[config.mk]
export PLATFORM = sky130hd
export DESIGN_NAME = synth_divider_config
export DESIGN_NICKNAME = d
export VERILOG_FILES = /design/src/synth_cfg_pkg.sv /design/src/pin_sync.sv /design/src/synth_divider_config.sv
export SDC_FILE = /design/constraint.sdc
export NUM_CORES = 1
export LEC_CHECK = 0
export BUFFER_PORTS_ARGS = -buffer_cell sky130_fd_sc_hd__buf_4
export CORE_MARGIN = 10
export CORE_UTILIZATION = 45
export CTS_CLUSTER_DIAMETER = 50
export DETAILED_ROUTE_END_ITERATION = 12
export HOLD_SLACK_MARGIN = 0.02
export PLACE_DENSITY = 0.7
export SLEW_MARGIN = 20
export SYNTH_ARGS = -nofsm -noshare
export SYNTH_HDL_FRONTEND = slang
export SYNTH_SLANG_ARGS = --single-unit
[constraint.sdc]
create_clock -name CLK -period 2.8 [get_ports CLK]
set_input_delay 0.14 -clock CLK [delete_from_list [all_inputs] [get_ports CLK]]
set_output_delay 0.14 -clock CLK [all_outputs]
set_load 0.01 [all_outputs]
[src/synth_cfg_pkg.sv]
// constants shared by the synthesizer configuration logic
package synth_cfg_pkg;
	localparam int FEEDBACK_WIDTH = 9;
	localparam int OUTPUT_CODE_WIDTH = 3;
	localparam int OBSERVE_SEL_WIDTH = 2;
	localparam int SERIAL_WORD_BITS = 14;
	// serial word field positions, last shifted bit lands in bit 0
	localparam int SER_FEEDBACK_LSB = 0;
	localparam int SER_OUTPUT_LSB = 9;
	localparam int SER_OBSERVE_LSB = 12;
	localparam int REFERENCE_DIVIDE = 16;
	localparam int REFERENCE_COUNT_BITS = 4;
	localparam int PERIOD_BITS = 5;
	localparam int SYNC_STAGES = 3;
	// values after reset
	localparam logic [8:0] FEEDBACK_RESET = 9'h0FA;
	localparam logic [2:0] OUTPUT_CODE_RESET = 3'h0;
	localparam logic [1:0] OBSERVE_SEL_RESET = 2'h0;
	localparam logic [13:0] SHIFT_RESET = 14'h0000;
	localparam logic CONTROL_RESET = 1'b0;
	// register map, byte addresses
	localparam int APB_ADDR_WIDTH = 8;
	localparam logic [7:0] STATUS_OFFSET = 8'h00;
	localparam logic [7:0] CONTROL_OFFSET = 8'h04;
	// status word field positions
	localparam int STAT_FEEDBACK_LSB = 0;
	localparam int STAT_OUTPUT_LSB = 9;
	localparam int STAT_OBSERVE_LSB = 12;
	localparam int STAT_PARALLEL_BIT = 14;
	localparam int STAT_DIV_RESET_BIT = 15;
	localparam int CTRL_SOFT_RESET_BIT = 0;
	// observation output selections
	typedef enum logic [1:0] {
		OBS_LOW      = 2'h0,
		OBS_SERIAL   = 2'h1,
		OBS_FEEDBACK = 2'h2,
		OBS_CLOCK    = 2'h3
	} observe_type;
endpackage

[src/pin_sync.sv]
// three-stage pin synchroniser with agreement filter
`timescale 1ns/1ps
module pin_sync #(
	parameter int WIDTH = 1,
	parameter logic [WIDTH-1:0] RESET_VALUE = '0
) (
	input  wire logic             CLK,  // system clock
	input  wire logic             RST,  // synchronous reset, active high
	input  wire logic [WIDTH-1:0] DIN,  // asynchronous pin levels
	output logic      [WIDTH-1:0] DOUT  // filtered level
);
	logic [WIDTH-1:0] s1_q;
	logic [WIDTH-1:0] s2_q;
	logic [WIDTH-1:0] s3_q;
	logic [WIDTH-1:0] agree;

	if (WIDTH < 1) begin : g_width_check
		$error("pin_sync width must be positive");
	end

	// a bit changes only once stage two and three agree, so a one-cycle glitch is dropped
	assign agree = ~(s2_q ^ s3_q);

	always_ff @(posedge CLK) begin
		if (RST) begin
			s1_q <= RESET_VALUE;
			s2_q <= RESET_VALUE;
			s3_q <= RESET_VALUE;
			DOUT <= RESET_VALUE;
		end else begin
			s1_q <= DIN;
			s2_q <= s1_q;
			s3_q <= s2_q;
			DOUT <= (agree & s3_q) | (~agree & DOUT);
		end
	end
endmodule // pin_sync

[src/synth_divider_config.sv]
// configuration logic and digital dividers of the frequency synthesizer
// What this block does
// - master reset high holds dividers; true outputs low, complement outputs high.
// - master reset low lets dividers run and outputs toggle.
// - master reset leaves loaded feedback, output and observe values alone.
// - parallel mode passes divide pins straight to the dividers.
// - observation output is low in parallel mode.
// - parallel strobe rising with transfer strobe low latches the divide pins.
// - serial mode shifts serial data in on each serial clock rise.
// - transfer strobe rising with serial clock low loads shift register into dividers.
// - transfer strobe falling keeps the current divide values held.
// - without a serial clock edge the shift register keeps its contents.
// - transfer strobe held high passes each shifted word straight to the dividers.
// - feedback divide is a 9-bit binary ratio, weights 1 to 256.
// - output code 0..7 gives ratios 1,1.5,2,3,4,6,8,12.
// - reference select high picks crystal, low picks test clock.
// - bypass select chooses between PLL path and bypass path.
// - observe bits pick low, serial input, feedback divider or output clock.
// - reference is divided by 16 before the phase compare.
//
// Decided for this implementation: register access over APB and the register offsets.
`timescale 1ns/1ps
module synth_divider_config
	import synth_cfg_pkg::*;
(
	input  wire logic        CLK,                      // 20 MHz system clock
	input  wire logic        RST,                      // synchronous reset, active high
	input  wire logic        MASTER_RESET,             // divider reset pin, active high
	input  wire logic        PARALLEL_LATCH_STROBE_N,  // parallel latch strobe, low = parallel mode
	input  wire logic        SERIAL_CLOCK,             // serial shift clock pin
	input  wire logic        SERIAL_DATA,              // serial data pin
	input  wire logic        SERIAL_TRANSFER_STROBE,   // serial transfer strobe pin
	input  wire logic [8:0]  FEEDBACK_DIVIDE_BITS,     // parallel feedback divide pins
	input  wire logic [2:0]  OUTPUT_DIVIDE_BITS,       // parallel output divide code pins
	input  wire logic        REFERENCE_SOURCE_SELECT,  // high = crystal, low = test clock
	input  wire logic        PLL_BYPASS_SELECT,        // high = PLL, low = bypass
	input  wire logic        CRYSTAL_CLOCK,            // oscillator reference pin
	input  wire logic        ALT_TEST_CLOCK,           // alternate test clock pin
	output logic      [1:0]  TRUE_CLOCK_OUTPUT,        // true clock outputs
	output logic      [1:0]  COMPLEMENT_CLOCK_OUTPUT,  // complementary clock outputs
	output logic             OBSERVE_OUTPUT,           // test observation output
	output logic             REFERENCE_DIV_OUT,        // reference divided by 16, to phase compare
	input  wire logic        PSEL,                     // APB select
	input  wire logic        PENABLE,                  // APB enable
	input  wire logic        PWRITE,                   // APB direction
	input  wire logic [7:0]  PADDR,                    // APB byte address
	input  wire logic [31:0] PWDATA,                   // APB write data
	output logic      [31:0] PRDATA,                   // APB read data
	output logic             PREADY,                   // APB ready
	output logic             PSLVERR                   // APB error on unmapped address
);
	localparam int PIN_COUNT = 21;

	// synchronised pin levels
	logic [PIN_COUNT-1:0] pins_raw;
	logic [PIN_COUNT-1:0] pins_lvl;
	logic                 mr_pin;
	logic                 parallel_n;
	logic                 sclk;
	logic                 sdata;
	logic                 sload;
	logic [8:0]           fb_pins;
	logic [2:0]           oc_pins;
	logic                 ref_sel;
	logic                 pll_sel;
	logic                 xtal;
	logic                 alt_clk;

	// edge history
	logic parallel_prev_q;
	logic sclk_prev_q;
	logic sload_prev_q;
	logic ref_prev_q;

	// configuration state
	logic [8:0]  feedback_q;
	logic [8:0]  feedback_d;
	logic [2:0]  out_code_q;
	logic [2:0]  out_code_d;
	logic [1:0]  observe_q;
	logic [1:0]  observe_d;
	logic [13:0] shift_q;
	logic [13:0] shift_d;

	// divider state
	logic [3:0]  ref_cnt_q;
	logic        ref_div_q;
	logic [8:0]  fb_cnt_q;
	logic        fb_out_q;
	logic [4:0]  out_cnt_q;
	logic        out_phase_q;
	logic [1:0]  true_q;
	logic [1:0]  comp_q;
	logic        observe_out_q;

	// bus state
	logic        soft_reset_q;
	logic [31:0] prdata_q;
	logic        pready_q;
	logic        pslverr_q;

	// combinational terms
	logic        serial_mode;
	logic        sclk_rise;
	logic        sload_rise;
	logic        parallel_rise;
	logic        load_from_shift;
	logic        latch_pins;
	logic        div_reset;
	logic        ref_level;
	logic        ref_rise;
	logic        src_tick;
	logic [8:0]  fb_eff;
	logic [2:0]  oc_eff;
	logic [4:0]  out_period;
	logic [4:0]  out_high;
	logic        fb_wrap;
	logic        out_wrap;
	logic        obs_value;
	logic        access;
	logic        hit_status;
	logic        hit_control;
	logic [31:0] status_word;

	// ticks per output period, twice the ratio so the 1.5 ratio stays whole
	function automatic logic [4:0] period_of(input logic [2:0] code);
		logic [4:0] p;
		p = 5'h02;
		unique case (code)
			3'h0: p = 5'h02;
			3'h1: p = 5'h03;
			3'h2: p = 5'h04;
			3'h3: p = 5'h06;
			3'h4: p = 5'h08;
			3'h5: p = 5'h0C;
			3'h6: p = 5'h10;
			3'h7: p = 5'h18;
		endcase
		return p;
	endfunction

	assign pins_raw = {MASTER_RESET, PARALLEL_LATCH_STROBE_N, SERIAL_CLOCK, SERIAL_DATA, SERIAL_TRANSFER_STROBE,
		FEEDBACK_DIVIDE_BITS, OUTPUT_DIVIDE_BITS, REFERENCE_SOURCE_SELECT, PLL_BYPASS_SELECT, CRYSTAL_CLOCK,
		ALT_TEST_CLOCK};

	pin_sync #(
		.WIDTH       (PIN_COUNT),
		.RESET_VALUE ({PIN_COUNT{1'b0}})
	) u_pin_sync (
		.CLK  (CLK),
		.RST  (RST),
		.DIN  (pins_raw),
		.DOUT (pins_lvl)
	);

	assign {mr_pin, parallel_n, sclk, sdata, sload, fb_pins, oc_pins, ref_sel, pll_sel, xtal, alt_clk} = pins_lvl;

	// edge detection on the filtered levels
	assign serial_mode   = parallel_n;
	assign sclk_rise     = sclk & ~sclk_prev_q;
	assign sload_rise    = sload & ~sload_prev_q;
	assign parallel_rise = parallel_n & ~parallel_prev_q;

	// serial clock edges shift in both strobe states
	assign shift_d = (serial_mode && sclk_rise) ? {shift_q[12:0], sdata} : shift_q;
	// transfer on strobe rise with clock low, or on each clock rise while the strobe is held high
	assign load_from_shift = serial_mode & ((sload_rise & ~sclk) | (sload & sclk_rise));
	assign latch_pins      = parallel_rise & ~sload;

	// strobe falling needs no action: the held registers simply stop being reloaded
	assign feedback_d = load_from_shift ? shift_d[SER_FEEDBACK_LSB +: FEEDBACK_WIDTH] :
		latch_pins ? fb_pins : feedback_q;
	assign out_code_d = load_from_shift ? shift_d[SER_OUTPUT_LSB +: OUTPUT_CODE_WIDTH] :
		latch_pins ? oc_pins : out_code_q;
	assign observe_d  = load_from_shift ? shift_d[SER_OBSERVE_LSB +: OBSERVE_SEL_WIDTH] : observe_q;

	// parallel mode is transparent to the pins
	assign fb_eff = serial_mode ? feedback_q : fb_pins;
	assign oc_eff = serial_mode ? out_code_q : oc_pins;

	// master reset touches the dividers only, never the configuration registers
	assign div_reset = mr_pin | soft_reset_q;

	// reference and source selection
	assign ref_level = ref_sel ? xtal : alt_clk;
	assign ref_rise  = ref_level & ~ref_prev_q;
	// the system clock stands in for the oscillator, so the loop is always taken as locked
	assign src_tick  = pll_sel ? 1'b1 : ref_rise;

	// feedback divider wraps after a count of the divide value; zero behaves like one
	assign fb_wrap  = (fb_cnt_q + 9'h001 >= fb_eff);
	assign out_period = period_of(oc_eff);
	assign out_high   = {1'b0, out_period[4:1]};
	assign out_wrap   = (out_cnt_q + 5'h01 >= out_period);

	// observation selection; parallel mode forces low
	assign obs_value = !serial_mode ? 1'b0 :
		(observe_q == OBS_SERIAL)   ? sdata :
		(observe_q == OBS_FEEDBACK) ? fb_out_q :
		(observe_q == OBS_CLOCK)    ? out_phase_q : 1'b0;

	// bus decode
	assign access      = PSEL & PENABLE & ~pready_q;
	assign hit_status  = (PADDR == STATUS_OFFSET);
	assign hit_control = (PADDR == CONTROL_OFFSET);
	assign status_word = {16'h0000, div_reset, ~serial_mode, observe_q, oc_eff, fb_eff};

	always_ff @(posedge CLK) begin
		if (RST) begin
			parallel_prev_q <= 1'b0;
			sclk_prev_q     <= 1'b0;
			sload_prev_q    <= 1'b0;
			ref_prev_q      <= 1'b0;
			feedback_q      <= FEEDBACK_RESET;
			out_code_q      <= OUTPUT_CODE_RESET;
			observe_q       <= OBSERVE_SEL_RESET;
			shift_q         <= SHIFT_RESET;
		end else begin
			parallel_prev_q <= parallel_n;
			sclk_prev_q     <= sclk;
			sload_prev_q    <= sload;
			ref_prev_q      <= ref_level;
			feedback_q      <= feedback_d;
			out_code_q      <= out_code_d;
			observe_q       <= observe_d;
			shift_q         <= shift_d;
		end
	end

	// reference divide-by-16 runs off the selected reference, square output
	always_ff @(posedge CLK) begin
		if (RST || div_reset) begin
			ref_cnt_q <= 4'h0;
			ref_div_q <= 1'b0;
		end else if (ref_rise) begin
			ref_cnt_q <= ref_cnt_q + 4'h1;
			ref_div_q <= (ref_cnt_q + 4'h1 >= 4'(REFERENCE_DIVIDE / 2));
		end
	end

	always_ff @(posedge CLK) begin
		if (RST || div_reset) begin
			fb_cnt_q <= 9'h000;
			fb_out_q <= 1'b0;
		end else if (src_tick) begin
			fb_cnt_q <= fb_wrap ? 9'h000 : fb_cnt_q + 9'h001;
			fb_out_q <= fb_wrap ? ~fb_out_q : fb_out_q;
		end
	end

	always_ff @(posedge CLK) begin
		if (RST || div_reset) begin
			out_cnt_q   <= 5'h00;
			out_phase_q <= 1'b0;
		end else if (src_tick) begin
			out_cnt_q   <= out_wrap ? 5'h00 : out_cnt_q + 5'h01;
			out_phase_q <= out_wrap ? 1'b1 : (out_cnt_q + 5'h01 < out_high);
		end
	end

	// pins follow the divider one cycle later, and are forced while it is held
	always_ff @(posedge CLK) begin
		if (RST || div_reset) begin
			true_q <= 2'b00;
			comp_q <= 2'b11;
		end else begin
			true_q <= {2{out_phase_q}};
			comp_q <= {2{~out_phase_q}};
		end
	end

	always_ff @(posedge CLK) begin
		if (RST) begin
			observe_out_q <= 1'b0;
		end else begin
			observe_out_q <= obs_value;
		end
	end

	// APB slave: one wait state, so every transfer ends at the second access edge
	always_ff @(posedge CLK) begin
		if (RST) begin
			soft_reset_q <= CONTROL_RESET;
			prdata_q     <= 32'h00000000;
			pready_q     <= 1'b0;
			pslverr_q    <= 1'b0;
		end else begin
			pready_q  <= access;
			pslverr_q <= access & ~hit_status & ~hit_control;
			prdata_q  <= (access && !PWRITE && hit_status) ? status_word :
				(access && !PWRITE && hit_control) ? {31'h00000000, soft_reset_q} : 32'h00000000;
			if (PSEL && PENABLE && pready_q && PWRITE && hit_control) begin
				soft_reset_q <= PWDATA[CTRL_SOFT_RESET_BIT];
			end
		end
	end

	assign TRUE_CLOCK_OUTPUT       = true_q;
	assign COMPLEMENT_CLOCK_OUTPUT = comp_q;
	assign OBSERVE_OUTPUT          = observe_out_q;
	assign REFERENCE_DIV_OUT       = ref_div_q;
	assign PRDATA                  = prdata_q;
	assign PREADY                  = pready_q;
	assign PSLVERR                 = pslverr_q;
endmodule // synth_divider_config

== Word level (Yosys, flattened, before mapping) ==
Memories as Yosys holds them, arrays and structs flattened.
Cells that the tools add are included.
W data, S select, Z words.

* Logic and storage cells: 102
* Bits in registers: 175
* Output and inout port bits: 40
* Input bits: 66
* Bits in read-only memories: 40
* Memories kept: 1

{| class="wikitable"
|+ Memory list
! name !! depth !! width !! read ports !! clocked after Yosys merged registers in !! wr ports !! RTL line !! source
|-
| (name not given) || 8 || 5 || 1 || 0 || 0 || synth_divider_config.sv:129 || <nowiki>unique case (code)</nowiki>
|}

* Bitwise operators: 32
* $add $sub $neg: 3
* Reductions and logical operators: 15
* Equal/unequal tests: 4
* $lt $le $gt $ge: 4
* Multiplexer cells: 17

{| class="wikitable"
|+ Operators with widths
! cell !! number
|-
| $and A21 B21 Y21 || 2
|-
| $not A21 Y21 || 2
|-
| $mux W9 || 4
|-
| $or A21 B21 Y21 || 1
|-
| $xor A21 B21 Y21 || 1
|-
| $mux W16 || 1
|-
| $mux W14 || 1
|-
| $and A1 B1 Y1 || 12
|-
| $not A1 Y1 || 12
|-
| $add A9 B1 Y9 const B || 1
|-
| $ge A9 B9 Y1 || 1
|-
| $mux W3 || 3
|-
| $eq A8 B3 Y1 const B || 1
|-
| $logic_and A1 B1 Y1 || 8
|-
| $logic_not A8 Y1 || 1
|-
| $mux W1 || 7
|-
| $add A5 B1 Y5 const B || 1
|-
| $ge A5 B5 Y1 || 1
|-
| $lt A5 B4 Y1 || 1
|-
| $mux W5 || 1
|-
| $add A4 B1 Y4 const B || 1
|-
| $eq A2 B2 Y1 const B || 2
|-
| $ge A4 B4 Y1 const B || 1
|-
| $reduce_or A2 Y1 || 2
|-
| 6 further kinds || 7
|}

== Longest topological paths before layout ==
* Depth after elaboration: 6
* Mapped depth: 12
* Depth with buffers taken out: 10

== By module ==
A second synthesis with hierarchy kept.

* Cell total of the unflattened synthesis: 605
* Area, all modules: 6,003.3 sq um

{| class="wikitable"
|+ Modules (own cells, without submodules)
! module !! area an instance (sq um) !! cells each !! sequential area each (sq um) !! times used
|-
| synth_divider_config || 3,549.7 || 386 || 1,481.4 || 1
|-
| pin_sync || 2,453.6 || 219 || 1,681.6 || 1
|}

== Least setup slack after synthesis ==
No wires, ideal clock.

* Path type: register -> register
* Start: register (tool-made name)
* End: register out_cnt_q[2]
* Data arrival time: 2.441 ns
* Cell stages (with the launch flop): 11
* Path buffers: 3
* Clock period less this slack: 2.512 ns
* Data required time: 2.730 ns
* Library setup time: 0.070 ns
* Path slack: 0.288 ns
* Cell sequence: dfxtp_1 -> buf_4 -> buf_2 -> buf_2 -> mux2i_1 -> ha_1 -> a21o_1 -> a21o_1 -> a2111oi_4 -> o21ai_0 -> a21oi_1

{| class="wikitable"
|+ RTL lines
! item !! RTL line !! source
|-
| end signal, assigned || synth_divider_config.sv:256 || <nowiki>out_cnt_q <= out_wrap ? 5'h00 : out_cnt_q + 5'h01;</nowiki>
|-
| end, declared || synth_divider_config.sv:90 || <nowiki>logic [4:0] out_cnt_q;</nowiki>
|}

== Final worst setup path ==
* Start: register out_cnt_q[0]
* End: register out_cnt_q[1]

* Cells in the longest elaborated chain, start to end: 3

{| class="wikitable"
|+ RTL lines
! item !! RTL line !! source
|-
| $add A5 B1 Y5 * || synth_divider_config.sv:194, synth_divider_config.sv:256 ||
|-
| $ge A5 B5 Y1 || synth_divider_config.sv:194 || <nowiki>assign out_wrap = (out_cnt_q + 5'h01 >= out_period);</nowiki>
|-
| $mux W5 * || synth_divider_config.sv:256 ||
|}

Every way passes the cells marked *; elsewhere a longest branch is shown, timed or not.
A chain may end at the register's enable or synchronous reset.

==> metrics.md <==
| Metric | Value |
|---|---|
| Status | finished clean |
| Primary FF master, synth | dfxtp_1 |
| Setup Total Neg Slack | 0 ns |
| PortBufs | 58 |
| Critical-path cell list | ha_1 -> nor2b_1 -> or2_2 -> ha_1 -> a21o_1 -> a21o_1 -> a2111oi_4 -> buf_4 -> buf_4 -> a22oi_1 -> nor2_1 |
| Dominant cell type by area after synthesis | dfxtp_1 |
| Final setup fails | 0 |
| Req. time, crit path | 3.14 ns |
| IO Pins | 106 |
| Layout area overhead | 22.7% |
| Relative slew slack | 39.8% |
| Via count | 4225 |
| Synth unique cells | 46 |
| Max Cap Viol | 0 |
| Hold_ws | 0.131 ns |
| H-tree depth | 4 |
| Die span in x | 135 µm |
| Setup slack after placement | 0.123 ns |
| Post-synth top area share | 53.2% |
| Post-DP HPWL | 7810 µm |
| Critical path's top delay family | compound AO/OA/AOI/OAI gates |
| CP endpoint kind | flop |
| Avg WL per Cell | 13.0 µm |
| NumNets Final | 777 |
| #FFs+latches synth | 158 |
| Post-Syn Area per Cell | 9.73 µm² |
| Area contributors post-synth | dfxtp_1, nor2b_1, mux2i_1 |
| YS warnings | 0 |
| Starting DRT DRC Count | 268 |
| Final WL | 11400 µm |
| Met2 wire len | 5380 µm |
| Pin count of the biggest net entering global routing | 119 |
| Type of the worst min-delay path | input pin to flop |
| Tmin final | 2.59 ns |
| # clock sinks | 158 |
| Slowest-stage cell, CP | dfxtp_1 |
| Met3 wire len | 508 µm |
| Routed length on met1 | 5260 µm |
| Fin. Hold Viols | 0 |
| Worst-margin pin slew | 0.900 ns |
| Global-route wire length before repair | 19200 µm |
| CTS tree | done |
| Max Slew Vio Count | 0 |
| Total global-route track usage | 12.8% |
| Starting Density | 46.5% |
| Highest metal used | met4 |
| RePlAce Congestion | 0.880 |
| Mapped Area | 5950 µm² |
| Die area | 18200 µm² |
| Worst Path Buf+Inv | 2 |
| First-pass DRT Iterations | 4 |
| Fillers | 1096 |
| Multi-input gate area | 2530 µm² |
| Mapped Cells | 611 |
| Clock-pin slew on the worst setup and hold paths | 0.06 ns |
| Num CTS Buffers | 17 |
| Register area | 3160 µm² |
| Critical Path Max Stage Delay | 0.37 ns |
| Via density | 4.82 |
| Number of cells in the finished layout apart from fillers | 876 |
| Post-synth ARST share | 0% |
| Ant. Diodes | 0 |
| Final core occ | 57.1% |
| Clk_skew | 0.00550 ns |
| Clk buf depth | 2 |
| Core outline area | 12800 µm² |
| RSZ-0062 raised after global routing | no |
| WP data arrival | 2.93 ns |
| Post-synth EDFFs | 0 |
| Max FO, Critical Path | 5 |
| Worst VDD drop | 403 µV |
| Clk Latency, worst-skew pair | 0.41 ns |
| Post-DRT Antenna Nets | 0 |
| # DRC | 0 |
| Initial antenna violation count | 0 |
| FMAX | 386 MHz |
| WS Path Type | flop to flop |
| CP startpoint kind | flop |
| Slack of the critical path | 0.211 ns |
| Flop2flop setup slack | 0.21 ns |
| Placed Cells incl. Taps | 814 |
| Clock root buffer master | clkbuf_16 |
| PwrDens | 625 nW/µm² |
| Congestion Overflow GR | 0 |
| Vias in the first global route | 4167 |
| Layout cells sized above 1 | 16.6% |
| FP Rows | 41 |
| Die Y | 135 µm |
| Fin crit share | 92.5% |
| LEAKAGE | 2.97 nW |
| Register area share after synthesis | 53.2% |
==> area by class of cell <==
type / count / share of cell area (%)
clock buffers: 21 / 6.45
multi-input cells: 411 / 34.7
flip-flops and latches: 158 / 43.4
repair buffers: 94 / 10.9
clock inverters: 11 / 1.20
well taps: 172 / 2.95
inverters: 9 / 0.463
==> report_power, final <==
part           switching [mW]  internal, mW  leakage (nW)
clock network           0.885          1.21         0.261
logic                  0.0731        0.0863          1.42
registers              0.0164          2.29          1.28
==> cell usage in the layout (no fill, tap or decap), types with 17 or more instances in the layout <==
cell and n:
mux2i_1 31, nor2b_1 69, nand3_1 19, o21ai_0 30, a21oi_1 42, ha_1 19, nand2_1 47, dlygate4sd3_1 28
clkbuf_16 17, buf_4 64, dfxtp_1 157, nor2_1 53
==> worst paths after layout <==
check / start / to / cells after the start
max: out_cnt_q[0] / out_cnt_q[1] / 11
min: PENABLE / PREADY / 4
min reg2reg: u_pin_sync.s1_q[1] / u_pin_sync.s2_q[1] / 1
max reg2reg: out_cnt_q[0] / out_cnt_q[1] / 11
==> cells in the mapped netlist (4+ instances only) <==
cell      number
o21ai_0       30
o211ai_1       5
mux2i_1       31
a211oi_1       4
inv_1          9
xor2_1         5
nand4_1        5
a221oi_1       6
clkbuf_1      16
nor2_2        10
ha_1          20
nor3_1         7
nor2b_1       69
nand2_1       47
buf_4         19
xnor2_1        7
nand3_1       19
dfxtp_1      158
buf_1          5
a21oi_1       42
or3_1          4
nor2_1        53
buf_2          6
==> cell families (layout without fill, tap and decap cells) <==
group                    count (synthesis)  after routing  synth area share [%]
other                                    1             16                0.0631
AO/OA/AOI/OAI                          102            102                  10.4
adder cells (fa/ha/maj)                 20             20                  4.21
AND/OR/NAND/NOR                        228            228                  19.5
flip-flops                             158            158                  53.2
buffers and inverters                   57            135                  5.24
XOR/XNOR                                12             12                  1.77
multiplexers                            33             33                  5.60
==> worst reg2reg max path, cell delays in order, from the launching register on <==
cell       delay, ns
dfxtp_1         0.37
ha_1            0.25
nor2b_1         0.14
or2_2           0.31
ha_1            0.33
a21o_1          0.19
a21o_1          0.20
a2111oi_4       0.28
buf_4           0.19
buf_4           0.12
a22oi_1         0.05
nor2_1          0.10
==> per-layer routing <==
metal  up-vias  global-route usage [%]
met4         0                    6.16
met2        92                    20.1
met5         -                       0
met3        17                    4.08
li1       2190                       -
met1      1926                    15.6
==> metrics by stage <==
stage	power, mW	area (µm²)
3_5_place_dp	2.48	6430
4_1_cts	4.60	7270
5_1_grt	4.74	7290
6_report	4.56	7290
2_1_floorplan	2.44	6000
3_3_place_gp	2.48	6430
==> timing repair <==
action,in CTS,in global routing
hold endpoints to repair,25,0
setup endpoints to repair,0,10
resized for setup,0,2
hold buffers,28,0
setup buffers,0,2
(Power assumes the default switching activity.)
